`src/design/kfc_pkg.sv`:
```
// Purpose: Shared constants and types of the keypad and fan command handler.
// Assumes: 20 MHz system clock; host packets arrive already framed and checked.
// Notes on behaviour
// - By default report every press and release.
// - Type 0x17 sets press, release masks; ack 0x57.
// - Key masks are saved and restored as boot state.
// - Type 0x18 replies 0x58 with three key bytes.
// - Key bits: up, confirm, abort, west, east, south.
// - Type 0x19 sets fan mask, eighth-second timeout; ack 0x59.
// - Fan one to four are bits 0 to 3.
// - Timeout forces fail-safe fans to full power.
// - Fans run PWM at about 18 Hz.
// - Tachometer ignored for delay counts after turn-on.
// - Glitch delay resets to one count.
// - Type 0x1A sets four delays; ack 0x5A.
// - Glitch delays are saved as boot state.
// - Zero-power fan with RPM enabled still pulses briefly.
// - Type 0x1B replies 0x5B with powers and mask.
package kfc_pkg;

   // Clock and timing.
   localparam real         CLK_PERIOD_NS      = 50.0;
   localparam real         GLITCH_COUNT_US    = 552.5;
   localparam int unsigned GLITCH_COUNT_CYC   = int'($floor(GLITCH_COUNT_US * 1000.0 / CLK_PERIOD_NS));
   localparam real         FS_TICK_MS         = 125.0;
   localparam int unsigned FS_TICK_CYC        = int'($floor(FS_TICK_MS * 1.0e6 / CLK_PERIOD_NS));
   localparam int unsigned PWM_STEPS          = 100;
   localparam logic [7:0]  FAN_MEAS_COUNTS    = 8'h04;

   // Command and reply codes.
   localparam logic [7:0]  CMD_KEY_CFG        = 8'h17;
   localparam logic [7:0]  CMD_KEY_POLL       = 8'h18;
   localparam logic [7:0]  CMD_FAILSAFE       = 8'h19;
   localparam logic [7:0]  CMD_GLITCH         = 8'h1a;
   localparam logic [7:0]  CMD_FAN_QUERY      = 8'h1b;
   localparam logic [7:0]  RSP_FLAG           = 8'h40;

   // Key bit assignment.
   localparam logic [5:0]  key_up_bit         = 6'h01;
   localparam logic [5:0]  key_confirm_bit    = 6'h02;
   localparam logic [5:0]  key_abort_bit      = 6'h04;
   localparam logic [5:0]  key_west_bit       = 6'h08;
   localparam logic [5:0]  key_east_bit       = 6'h10;
   localparam logic [5:0]  key_south_bit      = 6'h20;
   localparam logic [5:0]  KEY_ALL            = 6'h3f;

   // Reset values and full fan power.
   localparam logic [7:0]  GLITCH_RST         = 8'h01;
   localparam logic [7:0]  FAN_POWER_RST      = 8'h00;
   localparam logic [7:0]  FAN_FULL           = 8'h64;

   // Boot store layout.
   localparam logic [2:0]  BOOT_PRESS_IDX     = 3'h0;
   localparam logic [2:0]  BOOT_RELEASE_IDX   = 3'h1;
   localparam logic [2:0]  BOOT_GLITCH_IDX    = 3'h2;
   localparam logic [2:0]  BOOT_WORDS         = 3'h6;

   typedef struct packed {
      logic            valid;
      logic [7:0]      ctype;
      logic [2:0]      len;
      logic [3:0][7:0] data;
   } kfc_cmd_t;

   typedef struct packed {
      logic            valid;
      logic [7:0]      rtype;
      logic [2:0]      len;
      logic [4:0][7:0] data;
   } kfc_rsp_t;

   typedef struct packed {
      logic       valid;
      logic [5:0] press;
      logic [5:0] release_keys;
   } kfc_key_evt_t;

   typedef enum logic [1:0] {KFC_INIT, KFC_RESTORE, KFC_RUN, KFC_SAVE} kfc_mode_t;

endpackage

```
`src/design/kfc_boot_mem.sv`:
```
// Purpose: Small store for the boot configuration words.
// Assumes: Contents survive reset; only the read register is reset.
// Notes: Read data appear one cycle after the address.
`timescale 1ns/1ps
`default_nettype none
module kfc_boot_mem #(
   parameter int unsigned DEPTH = 8,
   parameter int unsigned WIDTH = 8
) (
   // Clock and reset.
   input  wire logic                     clk_in,
   input  wire logic                     nrst_in,
   // Write port.
   input  wire logic                     wr_in,
   input  wire logic [$clog2(DEPTH)-1:0] waddr_in,
   input  wire logic [WIDTH-1:0]         wdata_in,
   // Read port.
   input  wire logic [$clog2(DEPTH)-1:0] raddr_in,
   output var  logic [WIDTH-1:0]         rdata_out
);
   logic [WIDTH-1:0] mem [DEPTH];

   // Storage array, never cleared so that saved words outlive a reset.
   always_ff @(posedge clk_in) begin
      if (wr_in) begin
         mem[waddr_in] <= wdata_in;
      end
   end

   // Registered read data.
   always_ff @(posedge clk_in or negedge nrst_in) begin
      if (!nrst_in) begin
         rdata_out <= '0;
      end else begin
         rdata_out <= mem[raddr_in];
      end
   end
endmodule
`default_nettype wire

```
`src/design/kfc_fan_chan.sv`:
```
// Purpose: One fan channel: PWM drive and blanked tachometer edge detection.
// Assumes: tick_in pulses once per glitch count, one hundredth of a PWM period.
// Notes: Tachometer pin is synchronised here.
`timescale 1ns/1ps
`default_nettype none
module kfc_fan_chan
   import kfc_pkg::*;
#(
   parameter int unsigned STEPS = kfc_pkg::PWM_STEPS
) (
   // Clock and reset.
   input  wire logic       clk_in,
   input  wire logic       nrst_in,
   // Control.
   input  wire logic       tick_in,
   input  wire logic [7:0] power_in,
   input  wire logic [7:0] delay_in,
   input  wire logic       rpm_en_in,
   // Fan pins and result.
   input  wire logic       tach_pin_in,
   output var  logic       pwm_out,
   output var  logic       tach_edge_out
);
   typedef struct packed {
      logic       meta;
      logic       sync;
      logic       prev;
      logic [7:0] phase;
      logic [7:0] blank;
      logic       pwm;
      logic       edge_seen;
   } kfc_chan_state_t;

   kfc_chan_state_t st_reg;
   kfc_chan_state_t st_next;

   // PWM phase, turn-on blanking and edge qualification.
   always_comb begin
      logic [7:0] ph;
      logic [8:0] meas_end;
      logic       on_lvl;
      ph       = st_reg.phase;
      meas_end = {1'b0, delay_in} + {1'b0, FAN_MEAS_COUNTS};
      on_lvl   = 1'b0;
      st_next  = st_reg;
      st_next.meta      = tach_pin_in;
      st_next.sync      = st_reg.meta;
      st_next.prev      = st_reg.sync;
      st_next.edge_seen = 1'b0;
      if (tick_in) begin
         ph = (st_reg.phase == 8'(STEPS - 1)) ? 8'h00 : st_reg.phase + 8'h01;
         on_lvl = (power_in >= 8'(STEPS)) || (ph < power_in) ||
                  (rpm_en_in && power_in == 8'h00 && {1'b0, ph} < meas_end);
         st_next.phase = ph;
         st_next.pwm   = on_lvl;
         if (on_lvl && !st_reg.pwm) begin
            st_next.blank = delay_in;
         end else if (st_reg.blank != 8'h00) begin
            st_next.blank = st_reg.blank - 8'h01;
         end
      end
      if (st_reg.pwm && st_reg.blank == 8'h00 && st_reg.sync != st_reg.prev) begin
         st_next.edge_seen = 1'b1;
      end
   end

   // State register.
   always_ff @(posedge clk_in or negedge nrst_in) begin
      if (!nrst_in) begin
         st_reg <= '0;
      end else begin
         st_reg <= st_next;
      end
   end

   assign pwm_out       = st_reg.pwm;
   assign tach_edge_out = st_reg.edge_seen;
endmodule
`default_nettype wire

```
`src/design/kfc_handler.sv`:
```
// Purpose: Keypad reporting, polled keypad reads and fan supervision commands.
// Assumes: Command words come from logic on clk_in; key and tach pins are asynchronous.
// Notes: Commands are taken only while cmd_ready_out is high.
`timescale 1ns/1ps
`default_nettype none
module kfc_handler
   import kfc_pkg::*;
#(
   parameter int unsigned COUNT_CYC = kfc_pkg::GLITCH_COUNT_CYC,
   parameter int unsigned FS_CYC    = kfc_pkg::FS_TICK_CYC,
   parameter int unsigned FANS      = 4
) (
   // Clock and reset.
   input  wire logic                   clk_in,
   input  wire logic                   nrst_in,
   // Host command and reply.
   input  wire kfc_pkg::kfc_cmd_t      cmd_in,
   output var  logic                   cmd_ready_out,
   output var  logic                   cmd_err_out,
   output var  kfc_pkg::kfc_rsp_t      rsp_out,
   // Key pins and event reports.
   input  wire logic [5:0]             key_pin_in,
   output var  kfc_pkg::kfc_key_evt_t  key_evt_out,
   // Fan power updates from the host.
   input  wire logic [FANS-1:0]        fan_pwr_wr_in,
   input  wire logic [7:0]             fan_pwr_val_in,
   input  wire logic [FANS-1:0]        rpm_en_in,
   // Boot configuration control.
   input  wire logic                   boot_valid_in,
   input  wire logic                   save_boot_in,
   // Fan pins and tachometer results.
   input  wire logic [FANS-1:0]        tach_pin_in,
   output var  logic [FANS-1:0]        fan_pwm_out,
   output var  logic [FANS-1:0]        tach_edge_out,
   output var  logic [FANS-1:0]        fan_forced_out
);
   localparam int unsigned CW = $clog2(COUNT_CYC + 1);
   localparam int unsigned FW = $clog2(FS_CYC + 1);

   typedef struct packed {
      kfc_mode_t             mode;
      logic [2:0]            idx;
      logic [5:0]            key_meta;
      logic [5:0]            held;
      logic [5:0]            key_prev;
      logic                  boot_meta;
      logic                  boot_sync;
      logic [5:0]            press_mask;
      logic [5:0]            release_mask;
      logic [5:0]            pressed_acc;
      logic [5:0]            released_acc;
      logic [FANS-1:0][7:0]  glitch;
      logic [FANS-1:0][7:0]  power;
      logic [FANS-1:0]       fs_mask;
      logic [FANS-1:0]       forced;
      logic [7:0]            fs_timeout;
      logic [7:0]            fs_cnt;
      logic [FW-1:0]         fs_div;
      logic [CW-1:0]         cnt_div;
      logic                  cnt_tick;
      logic                  fs_tick;
      kfc_rsp_t              rsp;
      kfc_key_evt_t          evt;
      logic                  err;
      logic                  ready;
   } kfc_top_state_t;

   kfc_top_state_t st_reg;
   kfc_top_state_t st_next;
   logic [7:0]     boot_rdata;
   logic           boot_wr;

   // Configuration word kept at a given boot store index.
   function automatic logic [7:0] cfg_word(input kfc_top_state_t s, input logic [2:0] i);
      logic [7:0] w;
      w = 8'h00;
      case (i)
         BOOT_PRESS_IDX:   w = {2'b00, s.press_mask};
         BOOT_RELEASE_IDX: w = {2'b00, s.release_mask};
         default:          w = s.glitch[2'(i - BOOT_GLITCH_IDX)];
      endcase
      return w;
   endfunction

   // Check a command for a legal length and legal field values.
   function automatic logic cmd_ok(input kfc_cmd_t c);
      logic ok;
      ok = 1'b0;
      case (c.ctype)
         CMD_KEY_CFG:   ok = (c.len == 3'd2);
         CMD_KEY_POLL:  ok = (c.len == 3'd0);
         CMD_FAILSAFE:  ok = (c.len == 3'd2) && (c.data[0][7:4] == 4'h0) &&
                             (c.data[0][3:0] != 4'h0) && (c.data[1] != 8'h00);
         CMD_GLITCH:    ok = (c.len == 3'd4);
         CMD_FAN_QUERY: ok = (c.len == 3'd0);
         default:       ok = 1'b0;
      endcase
      return ok;
   endfunction

   // Boot configuration store.
   kfc_boot_mem #(
      .DEPTH (8),
      .WIDTH (8)
   ) u_boot (
      .clk_in    (clk_in),
      .nrst_in   (nrst_in),
      .wr_in     (boot_wr),
      .waddr_in  (st_reg.idx),
      .wdata_in  (cfg_word(st_reg, st_reg.idx)),
      .raddr_in  (st_reg.idx),
      .rdata_out (boot_rdata)
   );

   assign boot_wr = (st_reg.mode == KFC_SAVE) && (st_reg.idx < BOOT_WORDS);

   // Fan channels.
   genvar gi;
   generate
      for (gi = 0; gi < FANS; gi++) begin : g_fan
         kfc_fan_chan #(
            .STEPS (PWM_STEPS)
         ) u_chan (
            .clk_in        (clk_in),
            .nrst_in       (nrst_in),
            .tick_in       (st_reg.cnt_tick),
            .power_in      (st_reg.power[gi]),
            .delay_in      (st_reg.glitch[gi]),
            .rpm_en_in     (rpm_en_in[gi]),
            .tach_pin_in   (tach_pin_in[gi]),
            .pwm_out       (fan_pwm_out[gi]),
            .tach_edge_out (tach_edge_out[gi])
         );
      end
   endgenerate

   // Next-state logic for keys, commands, boot sequencing and fail-safe.
   always_comb begin
      logic [5:0] rise;
      logic [5:0] fall;
      logic       take;
      logic       pwr_upd;
      logic       fs_load;
      fs_load = 1'b0;
      st_next = st_reg;
      st_next.rsp.valid = 1'b0;
      st_next.evt.valid = 1'b0;
      st_next.err       = 1'b0;
      st_next.cnt_tick  = 1'b0;
      st_next.fs_tick   = 1'b0;

      // Pin synchronisers; held is the second stage.
      st_next.key_meta  = key_pin_in;
      st_next.held      = st_reg.key_meta;
      st_next.boot_meta = boot_valid_in;
      st_next.boot_sync = st_reg.boot_meta;
      st_next.key_prev  = st_reg.held;
      rise = st_reg.held & ~st_reg.key_prev;
      fall = ~st_reg.held & st_reg.key_prev;
      // Glitch count and eighth-second dividers.
      if (st_reg.cnt_div == CW'(COUNT_CYC - 1)) begin
         st_next.cnt_div  = '0;
         st_next.cnt_tick = 1'b1;
      end else begin
         st_next.cnt_div = st_reg.cnt_div + CW'(1);
      end
      if (st_reg.fs_div == FW'(FS_CYC - 1)) begin
         st_next.fs_div  = '0;
         st_next.fs_tick = 1'b1;
      end else begin
         st_next.fs_div = st_reg.fs_div + FW'(1);
      end
      // Unsolicited key reports, gated by the masks.
      if (((rise & st_reg.press_mask) | (fall & st_reg.release_mask)) != 6'h00) begin
         st_next.evt.valid        = 1'b1;
         st_next.evt.press        = rise & st_reg.press_mask;
         st_next.evt.release_keys = fall & st_reg.release_mask;
      end

      // Poll accumulators see every key; new edges win over a poll clear.
      st_next.pressed_acc  = st_reg.pressed_acc | rise;
      st_next.released_acc = st_reg.released_acc | fall;

      take = (st_reg.mode == KFC_RUN) && cmd_in.valid;
      if (take && !cmd_ok(cmd_in)) begin
         st_next.err = 1'b1;
      end else if (take) begin
         st_next.rsp.valid = 1'b1;
         st_next.rsp.rtype = cmd_in.ctype | RSP_FLAG;
         st_next.rsp.len   = 3'd0;
         st_next.rsp.data  = '0;
         case (cmd_in.ctype)
            CMD_KEY_CFG: begin
               st_next.press_mask   = cmd_in.data[0][5:0];
               st_next.release_mask = cmd_in.data[1][5:0];
            end
            CMD_KEY_POLL: begin
               st_next.rsp.len     = 3'd3;
               st_next.rsp.data[0] = {2'b00, st_reg.held};
               st_next.rsp.data[1] = {2'b00, st_reg.pressed_acc};
               st_next.rsp.data[2] = {2'b00, st_reg.released_acc};
               st_next.pressed_acc  = rise;
               st_next.released_acc = fall;
            end
            CMD_FAILSAFE: begin
               st_next.fs_mask    = cmd_in.data[0][FANS-1:0];
               st_next.fs_timeout = cmd_in.data[1];
               st_next.fs_cnt     = cmd_in.data[1];
               fs_load            = 1'b1;
            end
            CMD_GLITCH: begin
               st_next.glitch = cmd_in.data;
            end
            CMD_FAN_QUERY: begin
               st_next.rsp.len     = 3'd5;
               st_next.rsp.data[3:0] = st_reg.power;
               st_next.rsp.data[4] = {4'h0, st_reg.fs_mask};
            end
            default: begin
               st_next.rsp.valid = 1'b0;
            end
         endcase
      end
      // Host power updates and the fail-safe countdown; a new fail-safe command wins.
      pwr_upd = (fan_pwr_wr_in != '0);
      for (int f = 0; f < FANS; f++) begin
         if (fan_pwr_wr_in[f]) begin
            st_next.power[f]  = fan_pwr_val_in;
            st_next.forced[f] = 1'b0;
         end
      end
      if (pwr_upd) begin
         st_next.fs_cnt = st_next.fs_timeout;
      end else if (st_reg.fs_tick && st_reg.fs_cnt != 8'h00 && !fs_load) begin
         st_next.fs_cnt = st_reg.fs_cnt - 8'h01;
         if (st_reg.fs_cnt == 8'h01) begin
            for (int f = 0; f < FANS; f++) begin
               if (st_reg.fs_mask[f]) begin
                  st_next.power[f]  = FAN_FULL;
                  st_next.forced[f] = 1'b1;
               end
            end
         end
      end
      // Boot configuration sequencing.
      case (st_reg.mode)
         KFC_INIT: begin
            st_next.idx = st_reg.idx + 3'd1;
            if (st_reg.idx == 3'd2) begin
               st_next.idx  = 3'd0;
               st_next.mode = st_reg.boot_sync ? KFC_RESTORE : KFC_RUN;
            end
         end
         KFC_RESTORE: begin
            st_next.idx = st_reg.idx + 3'd1;
            if (st_reg.idx != 3'd0) begin
               case (3'(st_reg.idx - 3'd1))
                  BOOT_PRESS_IDX:   st_next.press_mask = boot_rdata[5:0];
                  BOOT_RELEASE_IDX: st_next.release_mask = boot_rdata[5:0];
                  default:          st_next.glitch[2'(st_reg.idx - 3'd3)] = boot_rdata;
               endcase
            end
            if (st_reg.idx == BOOT_WORDS) begin
               st_next.idx  = 3'd0;
               st_next.mode = KFC_RUN;
            end
         end
         KFC_RUN: begin
            if (save_boot_in && !cmd_in.valid) begin
               st_next.idx  = 3'd0;
               st_next.mode = KFC_SAVE;
            end
         end
         KFC_SAVE: begin
            st_next.idx = st_reg.idx + 3'd1;
            if (st_reg.idx == BOOT_WORDS - 3'd1) begin
               st_next.idx  = 3'd0;
               st_next.mode = KFC_RUN;
            end
         end
         default: begin
            st_next.mode = KFC_RUN;
         end
      endcase
      st_next.ready = (st_next.mode == KFC_RUN); // Ready output comes from a flop.
   end

   // State register with documented defaults.
   always_ff @(posedge clk_in or negedge nrst_in) begin
      if (!nrst_in) begin
         st_reg              <= '0;
         st_reg.mode         <= KFC_INIT;
         st_reg.press_mask   <= KEY_ALL;
         st_reg.release_mask <= KEY_ALL;
         st_reg.glitch       <= {FANS{GLITCH_RST}};
         st_reg.power        <= {FANS{FAN_POWER_RST}};
      end else begin
         st_reg <= st_next;
      end
   end

   assign cmd_ready_out  = st_reg.ready;
   assign cmd_err_out    = st_reg.err;
   assign rsp_out        = st_reg.rsp;
   assign key_evt_out    = st_reg.evt;
   assign fan_forced_out = st_reg.forced;
endmodule
`default_nettype wire

```
`config.mk`:
```
export PLATFORM = sky130hd
export DESIGN_NAME = kfc_handler
export DESIGN_NICKNAME = d
export VERILOG_FILES = /design/src/design/kfc_pkg.sv /design/src/design/kfc_boot_mem.sv /design/src/design/kfc_fan_chan.sv /design/src/design/kfc_handler.sv
export SDC_FILE = /design/constraint.sdc
export NUM_CORES = 1
export LEC_CHECK = 0
export BUFFER_PORTS_ARGS = -buffer_cell sky130_fd_sc_hd__buf_2
export CAP_MARGIN = 20
export CORE_MARGIN = 5
export CORE_UTILIZATION = 55
export DETAILED_ROUTE_END_ITERATION = 7
export PLACE_DENSITY = 0.74
export SLEW_MARGIN = 20
export SYNTH_ARGS = -nofsm -noshare
export SYNTH_HDL_FRONTEND = slang
export SYNTH_HIERARCHICAL = 1
export SYNTH_SLANG_ARGS = --single-unit
```
`constraint.sdc`:
```
create_clock -name clk_in -period 8.5 [get_ports clk_in]
set_clock_uncertainty 0.2 [all_clocks]
set_input_delay 2.125 -clock clk_in [delete_from_list [all_inputs] [get_ports clk_in]]
set_output_delay 2.125 -clock clk_in [all_outputs]
set_load 0.1 [all_outputs]
```
==> impl.org <==
** Outcome
- The flow ran to the end, but the final reports show violations.
- The checks that failed: design-rule violations.

** Finish
- Share of final-layout standard cells stronger than drive strength 1 :: between 10% and 20%
- Sequential cell area in the final layout :: a little over 0.01 mm^2
- NumNets Final :: ~2.1k
- Footprint of the multi-input gates :: between 0.009 and 0.01 mm^2
- Count of inserted antenna diode cells :: 0
- Final std cell area, no fill :: around 0.023 mm^2
- The area growth from synthesis to layout is 9.89%.
- The register with the most flip-flops in the layout has about 160 of them.
- Core Util, Final :: around three fifths
- Number of fillers in the final layout :: between 3k and 4k

** Logic synthesis
- EDFF count, synth :: between 60 and 70
- Yosys printed 6 warnings.
- Seq/Total Area, Yosys :: around half
- Area share of the leading cell type in the synthesized netlist :: a little under two fifths
- Asr flop ratio synth :: 83.8%
- After synthesis, the cell types taking the most area are dfrtp_1, edfxtp_1, ha_1, nand2_1, mux2i_1.
- Flop and latch count out of synthesis :: approximately 400
- Each instance of the synthesized netlist takes up on average approximately 11 um^2.
- Largest area contributor in the synthesized netlist :: dfrtp_1
- Number of distinct library cells after synthesis :: 85
- Prevailing post-synth register cell :: dfrtp_1
- The mapped netlist covers approximately 0.021 mm^2.
- Synthesis handed over a netlist of between 1.5k and 2k instances.

** Global route
- The first global-routing pass estimated around 84,000 um of wire.
- Antenna violations before repair :: 3
- Leftover overflow at the end of global routing :: 0
- Total track usage :: 25.4%
- Entering global routing, the biggest net connects 157 pins.
- Via count of the first global-routing pass :: approximately 15k

** Detailed routing
- Number of design rule violations left after detail routing :: 2
- Drt wl/cell :: approximately 21 um
- Number of vias per cell :: between 6 and 7
- First DRT Iteration DRCs :: between 1k and 1.5k
- Number of iterations in the first detailed-routing pass :: 8
- Antenna-violating nets left :: 0
- DR vias :: 15.4k
- Total wirelength of the detailed-routed design :: 53,200 um

** Clocking
- Buffers inserted to repair hold after CTS numbered 0.
- TritonCTS built the clock tree.
- Buffers added to address setup during post-CTS repair amount to 0.
- The H-tree generated during clock tree synthesis spans 2 levels.
- Clock tree synthesis found a total of 394 sinks.
- Maximum count of clock buffers along a single path :: 3
- Total CTS buffers :: 43
- Clock latency on the worst-skew pair, taken at its later pin, is 560 ps.
- Clock transition at the registers of the reported paths :: 60 ps
- Number of gates given a new drive strength after cts :: 0
- CTS placed an instance of clkbuf_16 at the clock tree root.

** STA
- Max Fclk :: about 210 MHz
- Setup-failing EPs final :: 0
- Slew of the pin with the lowest slew margin :: around 1000 ps
- Number of pins exceeding their max-slew limit in the final report :: 0
- The worst pin sits at a relative slew slack of a little under a third.
- Setup total negative slack :: 0 ps
- The worst path in the final design needs a cycle of 4700 ps, including I/O delays and setup.
- Final worst path period share :: between 50% and 60%
- Setup repair after global routing missed its margin :: no
- The number of failing hold endpoints at the final stage came to 0.

** Worst setup path
- Counting both buffers and inverters, the worst setup path holds a total of 1.
- Crit-path leading delay family :: simple AND/OR/NAND/NOR gates
- Crit-path max FO :: 13
- Data required time of the worst path :: approximately 8800 ps
- STA classifies the critical path endpoint as a flop.
- Among all stages on the critical path, the largest delay is contributed by nor4b_1.
- In this design, the stage delay of the slowest critical-path cell is 730 ps.
- Type of the worst setup path :: input pin to flop
- Reg2reg setup slack :: ~4400 ps
- STA classifies the critical path startpoint as an input pin.
- The critical path goes through buf_2 -> nor4_1 -> nand3_1 -> nor4b_1 -> o211a_1 -> mux2i_1 -> a21oi_1.
- Data arrives at the worst endpoint at just under 5000 ps.

** Pwr
- Internal power component :: around 3.5 mW
- Static power due to leakage :: around 10 nW
- PwrDens :: approximately 210 mW/mm^2
- The clock network accounts for 39.1% of the total power.
- Power share of the sequential group :: roughly 47%
- Combinational logic burns roughly 14% of the power.
- VDD sags by at most between 300 and 400 uV.
- For this design the total switching power over the nets is around 1.3 mW.
- In this run switching power makes up between 20 and 30% of total power.

** Floorplanning
- Starting density of the core :: about 55%
- Number of placement rows :: slightly above 70
- The core region is ~0.037 mm^2.
- 153 I/O pins were placed.
- From left edge to right edge, the die measures 204 um.
- Chip height :: between 200 and 250 um
- The floorplan step defined a die boundary enclosing between 0.04 and 0.05 mm^2.

** Flow run
- Max-capacitance violation count :: 0

** Worst hold path
- Min-delay worst type :: flop to flop

** Placed design
- Count of buffers inserted at the top-level ports :: roughly 150
- Instance area after placement :: between 0.02 and 0.025 mm^2
- The wire-length estimate of the detail-placed layout is 38,000 um.
- Routability Congestion :: between 0.8 and 0.9
==> power by group through the flow <==
stage	clock network, mW	registers [mW]	logic (mW)
after floorplan	0	2.24	0.503
after global placement	0	2.31	0.655
after detailed placement	0	2.32	0.675
after CTS	1.93	2.29	0.680
after global routing	2.01	2.30	0.737
final	1.90	2.29	0.679
==> Yosys cell counts (18+ instances only) <==
master	number
mux2i_1	68
clkbuf_1	42
xor2_1	42
nand3_1	89
inv_1	105
nand2b_1	26
and3_1	23
dfrtp_1	314
o21ai_0	51
edfxtp_1	64
nand4_1	20
a211oi_1	18
nor4_1	22
a31oi_1	57
buf_2	18
a21oi_1	30
buf_4	73
nor2b_1	28
xnor2_1	38
nor2_1	154
a222oi_1	18
a22o_1	29
mux2_2	27
nand2_1	201
ha_1	68
==> worst paths after layout <==
path                                             from  depth (start not counted)                          to
min reg2reg                              st_next[217]                          0                 st_reg[217]
max reg2reg                g_fan[3].u_chan/st_reg[12]                         12   g_fan[3].u_chan/st_reg[6]
min in group asynchronous                     nrst_in                          1  g_fan[2].u_chan/st_reg[10]
min                                      st_next[217]                          0                 st_reg[217]
max                                         cmd_in[5]                          7                 st_reg[211]
max in group asynchronous                     nrst_in                          2                  st_reg[68]
==> through the flow <==
step | hold WS (ps) | setup slack [ps] | cells | power [mW]
finish | 149 | 3800 | 2538 | 4.87
global route | 166 | 3650 | 2538 | 5.05
CTS | 151 | 3790 | 2538 | 4.90
detailed placement | 136 | 3200 | 2460 | 2.99
global placement | 134 | 3320 | 2460 | 2.97
floorplan | 131 | 4350 | 1936 | 2.74
==> kinds of logic after synthesis <==
kind of cell             synth area share [%]
other                                  0.0180
adder cells (fa/ha/maj)                  4.09
XOR/XNOR                                 3.68
flip-flops                               49.0
multiplexers                             7.60
AND/OR/NAND/NOR                          16.1
AO/OA/AOI/OAI                            13.1
buffers and inverters                    6.39
==> layer usage <==
| layer | global-route usage, % | vias to the layer above | share of wire, % |
|---|---|---|---|
| li1 | - | 7052 | - |
| met1 | 33.9 | 7583 | 41 |
| met2 | 41.5 | 635 | 48 |
| met3 | 4.38 | 158 | 7.1 |
| met4 | 10.1 | 6 | 4.5 |
| met5 | 0 | - | 0.058 |
==> layout make-up <==
cell class | count | area share (%)
tap | 511 | 2.80
clock inverter | 22 | 1.23
multi-input combinational | 1291 | 40.8
sequential | 394 | 44.6
inverter | 105 | 1.72
clock buffer | 56 | 5.14
timing repair buffer | 159 | 3.70
==> placed cells by master (no fill, tap or decap), types with 20 or more instances in the layout <==
cell and n:
nor2b_1 28, clkbuf_16 43, nand4_1 20, a22o_1 29
buf_2 147, o21ai_0 51, a31oi_1 57, nor4_1 21
mux2i_1 68, xor2_1 42, a21oi_1 29, ha_1 68
nand2_1 201, inv_1 105, nand3_1 89, nand2b_1 26
mux2_2 27, dfrtp_1 312, and3_1 23, edfxtp_1 64
nor2_1 154, xnor2_1 38
(Power assumes the default switching activity.)
